--- src/rtl/amsc_pkg.sv ---
// package of constants for the converter mode and realignment control
package amsc_pkg;
    localparam logic [1:0] MODE_HIGH_SPEED = 2'h0;
    localparam logic [1:0] MODE_HIGH_RES = 2'h1;
    localparam logic [1:0] MODE_LOW_POWER = 2'h2;
    localparam logic [1:0] MODE_LOW_SPEED = 2'h3;
    localparam logic [2:0] FMT_SPI_FIRST = 3'h0;
    localparam logic [2:0] FMT_SPI_LAST = 3'h2;
    localparam logic [2:0] FMT_FS_FIRST = 3'h3;
    localparam logic [2:0] FMT_FS_LAST = 3'h5;
    localparam logic [2:0] FMT_MODULATOR = 3'h6;
    localparam int RATIO_W = 12;
    localparam logic [11:0] RATIO_256 = 12'h100;
    localparam logic [11:0] RATIO_512 = 12'h200;
    localparam logic [11:0] RATIO_2560 = 12'hA00;
    localparam int SETTLE_W = 8;
    localparam logic [7:0] SETTLE_SPI_CONV = 8'h81;
    localparam logic [7:0] SETTLE_FS_CONV = 8'h80;
    typedef enum logic [1:0] {
        AMSC_HALT = 2'b00,
        AMSC_SETTLE = 2'b01,
        AMSC_RUN = 2'b11
    } amsc_state_e;
endpackage : amsc_pkg

--- src/rtl/amsc_conv_if.sv ---
// interface carrying conversion-period control between top and rate counter
`timescale 1ns/1ps
interface amsc_conv_if;
    logic run;
    logic [11:0] ratio;
    logic conv_tick;
    modport ctrl (output run, output ratio, input conv_tick);
    modport rate (input run, input ratio, output conv_tick);
endinterface : amsc_conv_if

--- src/rtl/amsc_rate_counter.sv ---
// conversion period counter, one tick per output word
`timescale 1ns/1ps
module amsc_rate_counter (
    input wire logic i_clock,
    input wire logic i_reset,
    amsc_conv_if.rate conv
);
    logic [amsc_pkg::RATIO_W-1:0] count_q;
    logic tick_q;
    wire last_w = (count_q >= conv.ratio - 12'h001);
    always_ff @(posedge i_clock) begin
        // cleared while halted so restart aligns to one clock edge; see R10
        if (i_reset || !conv.run) begin
            count_q <= '0;
            tick_q <= 1'b0;
        end else begin
            count_q <= last_w ? '0 : count_q + 12'h001; // see R3
            tick_q <= last_w;
        end
    end
    assign conv.conv_tick = tick_q;
endmodule : amsc_rate_counter

--- src/rtl/amsc_control.sv ---
// mode decode, realignment and settling control for eight-channel converter
`timescale 1ns/1ps
// Summary of operation
// mode pins: 00 fast, 01 fine, 10 lowpower, 11 slow
// mode pins watched continuously, no reset needed
// ratio 256 fast, 512 fine with divide high
// low power ratio 512 divide high, 256 low
// low speed ratio 2560 divide high, 512 low
// data rate follows master clock rate
// spi: ready held high until settled, 129 max
// frame mode: data low until settled, 127-128
// host treats first one bit as valid
// realign low stops, clears counters; high restarts
// all channels share clock and realign
// restart aligned to one master clock cycle
// spi: ready high at realign, low when valid
// frame mode: data low at realign, then valid
// host keeps clocks running before realign release
// host realigns after any clock interruption
// host realigns once after power-on
// format pins pick spi, frame, modulator
// ready falls on new word, rises on bit clock
module amsc_control (
    input wire logic i_clock,
    input wire logic i_reset,
    input wire logic [1:0] i_mode_select,
    input wire logic i_clock_divide_select,
    input wire logic [2:0] i_format_select,
    input wire logic i_realign_n,
    input wire logic i_bit_clock,
    output logic o_sample_ready_n,
    output logic o_data_valid,
    output logic o_data_force_low,
    output logic o_frame_protocol,
    output logic o_modulator_mode,
    output logic o_converting,
    output logic o_word_strobe,
    output logic [1:0] o_mode_active
);
    // three-stage sync on pins; a change counts when stages two and three agree
    logic [1:0] mode_s1_q, mode_s2_q, mode_s3_q, mode_q;
    logic [2:0] fmt_s1_q, fmt_s2_q, fmt_s3_q, fmt_q;
    logic div_s1_q, div_s2_q, div_s3_q, div_q;
    logic rl_s1_q, rl_s2_q, rl_s3_q, rl_q;
    logic bc_s1_q, bc_s2_q, bc_s3_q, bc_q;
    always_ff @(posedge i_clock) begin
        if (i_reset) begin
            mode_s1_q <= 2'h0;
            mode_s2_q <= 2'h0;
            mode_s3_q <= 2'h0;
            fmt_s1_q <= 3'h0;
            fmt_s2_q <= 3'h0;
            fmt_s3_q <= 3'h0;
            div_s1_q <= 1'b1;
            div_s2_q <= 1'b1;
            div_s3_q <= 1'b1;
            rl_s1_q <= 1'b0;
            rl_s2_q <= 1'b0;
            rl_s3_q <= 1'b0;
            bc_s1_q <= 1'b0;
            bc_s2_q <= 1'b0;
            bc_s3_q <= 1'b0;
        end else begin
            mode_s1_q <= i_mode_select;
            mode_s2_q <= mode_s1_q;
            mode_s3_q <= mode_s2_q;
            fmt_s1_q <= i_format_select;
            fmt_s2_q <= fmt_s1_q;
            fmt_s3_q <= fmt_s2_q;
            div_s1_q <= i_clock_divide_select;
            div_s2_q <= div_s1_q;
            div_s3_q <= div_s2_q;
            rl_s1_q <= i_realign_n;
            rl_s2_q <= rl_s1_q;
            rl_s3_q <= rl_s2_q;
            bc_s1_q <= i_bit_clock;
            bc_s2_q <= bc_s1_q;
            bc_s3_q <= bc_s2_q;
        end
    end
    always_ff @(posedge i_clock) begin
        if (i_reset) begin
            mode_q <= amsc_pkg::MODE_HIGH_SPEED;
            fmt_q <= amsc_pkg::FMT_SPI_FIRST;
            div_q <= 1'b1;
            rl_q <= 1'b0;
            bc_q <= 1'b0;
        end else begin
            if (mode_s2_q == mode_s3_q) mode_q <= mode_s3_q;
            if (fmt_s2_q == fmt_s3_q) fmt_q <= fmt_s3_q;
            if (div_s2_q == div_s3_q) div_q <= div_s3_q;
            if (rl_s2_q == rl_s3_q) rl_q <= rl_s3_q;
            if (bc_s2_q == bc_s3_q) bc_q <= bc_s3_q;
        end
    end

    function automatic logic [11:0] ratio_of(input logic [1:0] mode, input logic div);
        case (mode)
            amsc_pkg::MODE_HIGH_SPEED: ratio_of = amsc_pkg::RATIO_256; // see R1
            amsc_pkg::MODE_HIGH_RES: ratio_of = amsc_pkg::RATIO_512;
            amsc_pkg::MODE_LOW_POWER:
                ratio_of = div ? amsc_pkg::RATIO_512 : amsc_pkg::RATIO_256;
            amsc_pkg::MODE_LOW_SPEED:
                ratio_of = div ? amsc_pkg::RATIO_2560 : amsc_pkg::RATIO_512;
            default: ratio_of = amsc_pkg::RATIO_256;
        endcase
    endfunction : ratio_of

    // format decode; reserved code 111 treated as spi
    wire frame_w = (fmt_q >= amsc_pkg::FMT_FS_FIRST) && (fmt_q <= amsc_pkg::FMT_FS_LAST);
    wire modulator_w = (fmt_q == amsc_pkg::FMT_MODULATOR);
    wire [amsc_pkg::SETTLE_W-1:0] settle_target_w =
        frame_w ? amsc_pkg::SETTLE_FS_CONV : amsc_pkg::SETTLE_SPI_CONV; // see R7
    logic bc_prev_q;
    logic [1:0] mode_prev_q;
    wire bc_fall_w = bc_prev_q && !bc_q;
    wire mode_change_w = (mode_q != mode_prev_q);

    // one rate counter serves all eight channels, so they always sample together
    amsc_conv_if conv ();
    amsc_rate_counter u_rate (
        .i_clock(i_clock),
        .i_reset(i_reset),
        .conv(conv)
    );
    assign conv.run = rl_q; // see R10
    assign conv.ratio = ratio_of(mode_q, div_q); // see R3 see R4
    wire tick_w = conv.conv_tick;

    amsc_pkg::amsc_state_e state_q;
    amsc_pkg::amsc_state_e state_d;
    logic [amsc_pkg::SETTLE_W-1:0] settle_q;
    logic [amsc_pkg::SETTLE_W-1:0] settle_d;
    wire settle_done_w = (settle_q == settle_target_w - 8'h01); // see R7

    // settling restarts from zero on realign release or on a new mode
    always_comb begin
        state_d = state_q;
        settle_d = settle_q;
        case (state_q)
            amsc_pkg::AMSC_HALT: begin
                // rate counter is already cleared while halted; settle count is cleared here on release
                if (rl_q) begin
                    state_d = amsc_pkg::AMSC_SETTLE;
                    settle_d = '0;
                end
            end
            amsc_pkg::AMSC_SETTLE: begin
                if (!rl_q) begin
                    state_d = amsc_pkg::AMSC_HALT;
                end else if (mode_change_w) begin
                    settle_d = '0; // see R2 see R7
                end else if (tick_w && settle_done_w) begin
                    state_d = amsc_pkg::AMSC_RUN;
                end else if (tick_w) begin
                    settle_d = settle_q + 8'h01;
                end
            end
            amsc_pkg::AMSC_RUN: begin
                if (!rl_q) begin
                    state_d = amsc_pkg::AMSC_HALT; // see R13
                end else if (mode_change_w) begin
                    state_d = amsc_pkg::AMSC_SETTLE; // see R2 see R7
                    settle_d = '0;
                end
            end
            default: begin
                state_d = amsc_pkg::AMSC_HALT;
            end
        endcase
    end

    logic sample_ready_n_q;
    logic data_valid_q;
    logic data_force_low_q;
    logic frame_q;
    logic modulator_q;
    logic converting_q;
    logic word_strobe_q;
    logic [1:0] mode_active_q;
    wire run_d_w = (state_d == amsc_pkg::AMSC_RUN);
    // a new word beats a bit-clock fall in the same cycle, so no word goes unflagged
    wire sample_ready_n_d =
        !run_d_w ? 1'b1 : (tick_w ? 1'b0 : (bc_fall_w ? 1'b1 : sample_ready_n_q)); // see R13

    always_ff @(posedge i_clock) begin
        if (i_reset) begin
            state_q <= amsc_pkg::AMSC_HALT;
            settle_q <= '0;
            bc_prev_q <= 1'b0;
            mode_prev_q <= amsc_pkg::MODE_HIGH_SPEED;
        end else begin
            state_q <= state_d;
            settle_q <= settle_d;
            bc_prev_q <= bc_q;
            mode_prev_q <= mode_q;
        end
    end

    // every pin straight from a flip-flop; costs one cycle of latency
    always_ff @(posedge i_clock) begin
        if (i_reset) begin
            sample_ready_n_q <= 1'b1;
            data_valid_q <= 1'b0;
            data_force_low_q <= 1'b1;
            frame_q <= 1'b0;
            modulator_q <= 1'b0;
            converting_q <= 1'b0;
            word_strobe_q <= 1'b0;
            mode_active_q <= amsc_pkg::MODE_HIGH_SPEED;
        end else begin
            sample_ready_n_q <= sample_ready_n_d; // see R7
            data_valid_q <= run_d_w;
            data_force_low_q <= !run_d_w; // see R8
            frame_q <= frame_w;
            modulator_q <= modulator_w;
            converting_q <= rl_q;
            word_strobe_q <= tick_w;
            mode_active_q <= mode_q;
        end
    end

    assign o_sample_ready_n = sample_ready_n_q;
    assign o_data_valid = data_valid_q;
    assign o_data_force_low = data_force_low_q;
    assign o_frame_protocol = frame_q;
    assign o_modulator_mode = modulator_q;
    assign o_converting = converting_q;
    assign o_word_strobe = word_strobe_q;
    assign o_mode_active = mode_active_q;
endmodule : amsc_control

--- config.mk ---
export PLATFORM = sky130hd
export DESIGN_NAME = amsc_control
export DESIGN_NICKNAME = d
export VERILOG_FILES = /design/src/rtl/amsc_pkg.sv /design/src/rtl/amsc_conv_if.sv /design/src/rtl/amsc_rate_counter.sv /design/src/rtl/amsc_control.sv
export SDC_FILE = /design/constraint.sdc
export NUM_CORES = 1
export LEC_CHECK = 0
export BUFFER_PORTS_ARGS = -buffer_cell sky130_fd_sc_hd__buf_2
export CAP_MARGIN = 20
export CORE_ASPECT_RATIO = 0.75
export CORE_UTILIZATION = 46
export DETAILED_ROUTE_END_ITERATION = 8
export SETUP_SLACK_MARGIN = 0.15
export SYNTH_ARGS = -nofsm -noshare
export SYNTH_HDL_FRONTEND = slang
export SYNTH_SLANG_ARGS = --single-unit
--- constraint.sdc ---
create_clock -name i_clock -period 2.7 [get_ports i_clock]
set_clock_uncertainty 0.15 [all_clocks]
set_input_delay 0.54 -clock i_clock [delete_from_list [all_inputs] [get_ports i_clock]]
set_output_delay 0.54 -clock i_clock [all_outputs]
set_load 0.1 [all_outputs]
==> results summary <==
The DRC violations left is 0. The number of H-tree branching levels came out at 3. The leading register cell type out of synthesis is dfxtp_1. The worst setup path is captured at a flop.

Synthesis instantiated 42 different standard cells from the library. The net count of the finished layout is 301. The iteration-0 DRC count of the detailed router is 67. The area of the core is 5320 um2.

In this run the count of I/O pins placed on the die edge is 19. The largest total area in the synthesized netlist belongs to dfxtp_1. The first-pass GRT wire length is 6810 um. The post-synthesis sequential area ratio came out at 0.513. The total iterations of the first detailed-routing run came out at 4. The worst hold path depth is 2. STA classifies the critical path startpoint as a flop.

The final weighted congestion of routability-driven global placement is 0.787. The critical path is of the flop to flop type. For this configuration, the core starts out at a cell density of 0.477.

TritonCTS built the clock tree. Among all stages on the critical path, the largest delay is contributed by dfxtp_1. The synthesized design contains 65 register bits. Entering global routing, the biggest net connects 40 pins. The clock buffer count from CTS is 9. Counting I/O delays and the setup requirement, the final critical path takes 2.38 ns. The via-per-instance ratio is 4.74.

The die boundary height came out at 66.3 um. Across the run, the number of max-cap violations was 0. Setup repair after global routing left no endpoint under its margin.

The vias after detailed routing is 1,726. The source of the worst register-to-register timing path is div_q. The clock insertion delay at the later pin of the skew report is 0.34 ns. The clock-pin slew reported for the worst setup and hold paths after clock tree synthesis is 0.07 ns. The library cell used most frequently in the layout, excluding fill and tap cells, is dfxtp_1. After synthesis, the cell types taking the most area are dfxtp_1 (51%), nor2b_1 (6.4%), xnor2_1 (4.5%), nor2_1 (4.0%), ha_1 (3.4%). After synthesis, the mean cell area works out to 9.76 um2. In this run the deepest clock path goes through 2 buffers.

The global route total overflow is 0. Traced cell by cell, the critical path runs through a21oi_1, inv_1, ha_1, ha_1, a21o_1, a21o_1, a211oi_4, nand2_1, nor2_1. The upper clock frequency limit is 420 MHz. The cell area after layout came out at 2920 um2.

The worst hold path belongs to the class input pin to flop. The post-DP HPWL came out at 2680 um. The number of cells on the worst reg-to-reg path is 9. The worst slack at placement is 0.104 ns.

For this run, asynchronously set or reset flops after synthesis account for 0. The arrival time at the worst endpoint is 2.51 ns. In this run the post-CTS setup repair buffer count came out at 0.

The signed area change from the synthesized netlist to the final layout is 15.2%. The register-to-register setup slack is 0.32 ns. The number of placement rows came out at 23. VDD sags by at most 330 uV. The number of antenna diodes in the final layout is 0.

Summing every instance area after synthesis gives 2540 um2. Clock tree synthesis selected as its root buffer the cell clkbuf_8. The relative slew slack came out at 0.647. The average wire per cell in the routed design is 10.9 um.

Once detail routing completed, the nets flagged for antenna violations numbered 0. The number of buffer cells added on primary ports came out at 18. The power density over cell area is 626 nW/um2.

The library cells used most frequently in the layout, excluding fill and tap cells, are dfxtp_1 (65), nor2_1 (27), nor2b_1 (26). The clock sink total is 65. The Yosys step of the flow raised 0 warnings. The maximum fanout along the worst path is 5. The number of global-route vias before repair came to 1,494. The delay contributed by the slowest stage of the critical path came out at 0.34 ns. After technology mapping, the gate count stands at 260.

The overall power after layout is 1.83 mW. The share of synthesized area in the top cell type comes to 0.513. The slack of the critical path is 0.317 ns. Setup violations remaining at the end of the flow were counted as 0. For the final routed database, the setup TNS stands at 0 ns. The floorplan die area is 5820 um2. The overall global routing resource usage is 0.160. The final-report hold violation count is 0. In the finished design, the share of the clock period the worst path needs comes to 0.882. The share of final-layout standard cells stronger than drive strength 1 came out at 0.170. Once placement finished, the instance area stood at 2710 um2. The final non-filler cell total came out at 364. The synthesized design contains 0 enable-type register cells. The number of antenna violations at the first check in global routing was 0. The total length of routed wires came out at 3980 um.

The hold-fix buffer count after cts is 0. The leakage dissipation came out at 1.17 nW. For hold timing, the worst endpoint is div_s1_q.

Counting every net in the synthesized netlist gives 277. The floorplan step set the die width to 87.8 um. The number of pins with negative max-slew slack in the final report is 0.

The flow ran to the end, and the final reports show no timing, DRC or antenna violations. In this run the most critical hold path is launched from i_clock_divide_select. The critical register-to-register path endpoint is u_rate.count_q[10]. The required time at the worst-slack endpoint came out at 2.83 ns. The cell count after placement is 347. At the pin with the least slew margin, the transition time is 0.529 ns.

The number of fillers in the final layout came out at 481.
power by group:
group          switching [mW]  total [mW]  internal (mW)  leakage [nW]
Combinational          0.0242      0.0460         0.0218         0.544
Clock                   0.373       0.802          0.429        0.0929
Sequential            0.00712       0.981          0.974         0.528
area by class of cell:
| class | instances | area [um2] | share of cell area |
|---|---|---|---|
| flip-flops and latches | 65 | 1300 | 0.445 |
| inverters | 6 | 22.5 | 0.00770 |
| clock inverters | 6 | 67.6 | 0.0231 |
| clock buffers | 10 | 128 | 0.0436 |
| well taps | 75 | 93.8 | 0.0321 |
| multi-input cells | 181 | 1200 | 0.410 |
| repair buffers | 21 | 113 | 0.0385 |
sequential cells by signal, summed over array words and instances, names as in the netlist, 2 cells and up:
signal and count:
fmt_q 3, fmt_s1_q 3, fmt_s2_q 3, fmt_s3_q 3
mode_q 2, mode_s1_q 2, mode_s2_q 2, mode_s3_q 2
o_mode_active 2, settle_q 8, state_q 2, u_rate.count_q 12
routing by layer:
layer,wire length [um],vias up,global-route usage
li1,-,926,-
met4,82,0,0.0799
met1,2190,767,0.212
met3,158,9,0.0749
met2,1550,24,0.212
met5,0,-,0
through the flow:
step / hold WS [ns] / utilization
floorplan: 0.239 / -
global placement: 0.244 / 0.509
detailed placement: 0.247 / 0.509
CTS: 0.211 / 0.546
global route: 0.210 / 0.549
finish: 0.230 / 0.549
synthesized netlist by cell type, types with 5 or more instances:
cell type,count
dfxtp_1,65
a21o_1,6
nand2_1,16
a21oi_1,13
xor2_1,8
nor4_1,5
and3_1,5
nand3_1,12
nor2_1,27
clkbuf_1,8
nor2b_1,26
ha_1,7
inv_1,6
xnor2_1,13
timing repair:
item                                    CTS  global route
resized for setup                         1             2
endpoints found under the setup margin   11            11
cloned                                    0             1
worst max-delay path by stage:
stage / startpoint / to / slack (ns)
floorplan: mode_q[1] / u_rate.count_q[10] / 0.26
global placement: div_q / u_rate.count_q[4] / 0.24
detailed placement: div_q / u_rate.count_q[11] / 0.10
CTS: div_q / u_rate.count_q[11] / 0.17
global route: div_q / u_rate.count_q[10] / 0.16
finish: div_q / u_rate.count_q[10] / 0.32
critical path, delay by kind of cell (launching register included):
family          cells  cell delay, ns
compound gates      4            0.86
fa+ha+maj           2            0.58
buf+inv             1            0.07
flops               1            0.34
simple gates        2            0.32
logic make-up after synthesis:
kind of cell	Yosys count	share of synthesized area
compound gates	33	0.0887
xor+xnor	21	0.0725
fa+ha+maj	7	0.0345
buf+inv	15	0.0227
flops	65	0.513
mux	2	0.00838
simple gates	117	0.261
No activity file was read; power rests on OpenSTA's default activity.
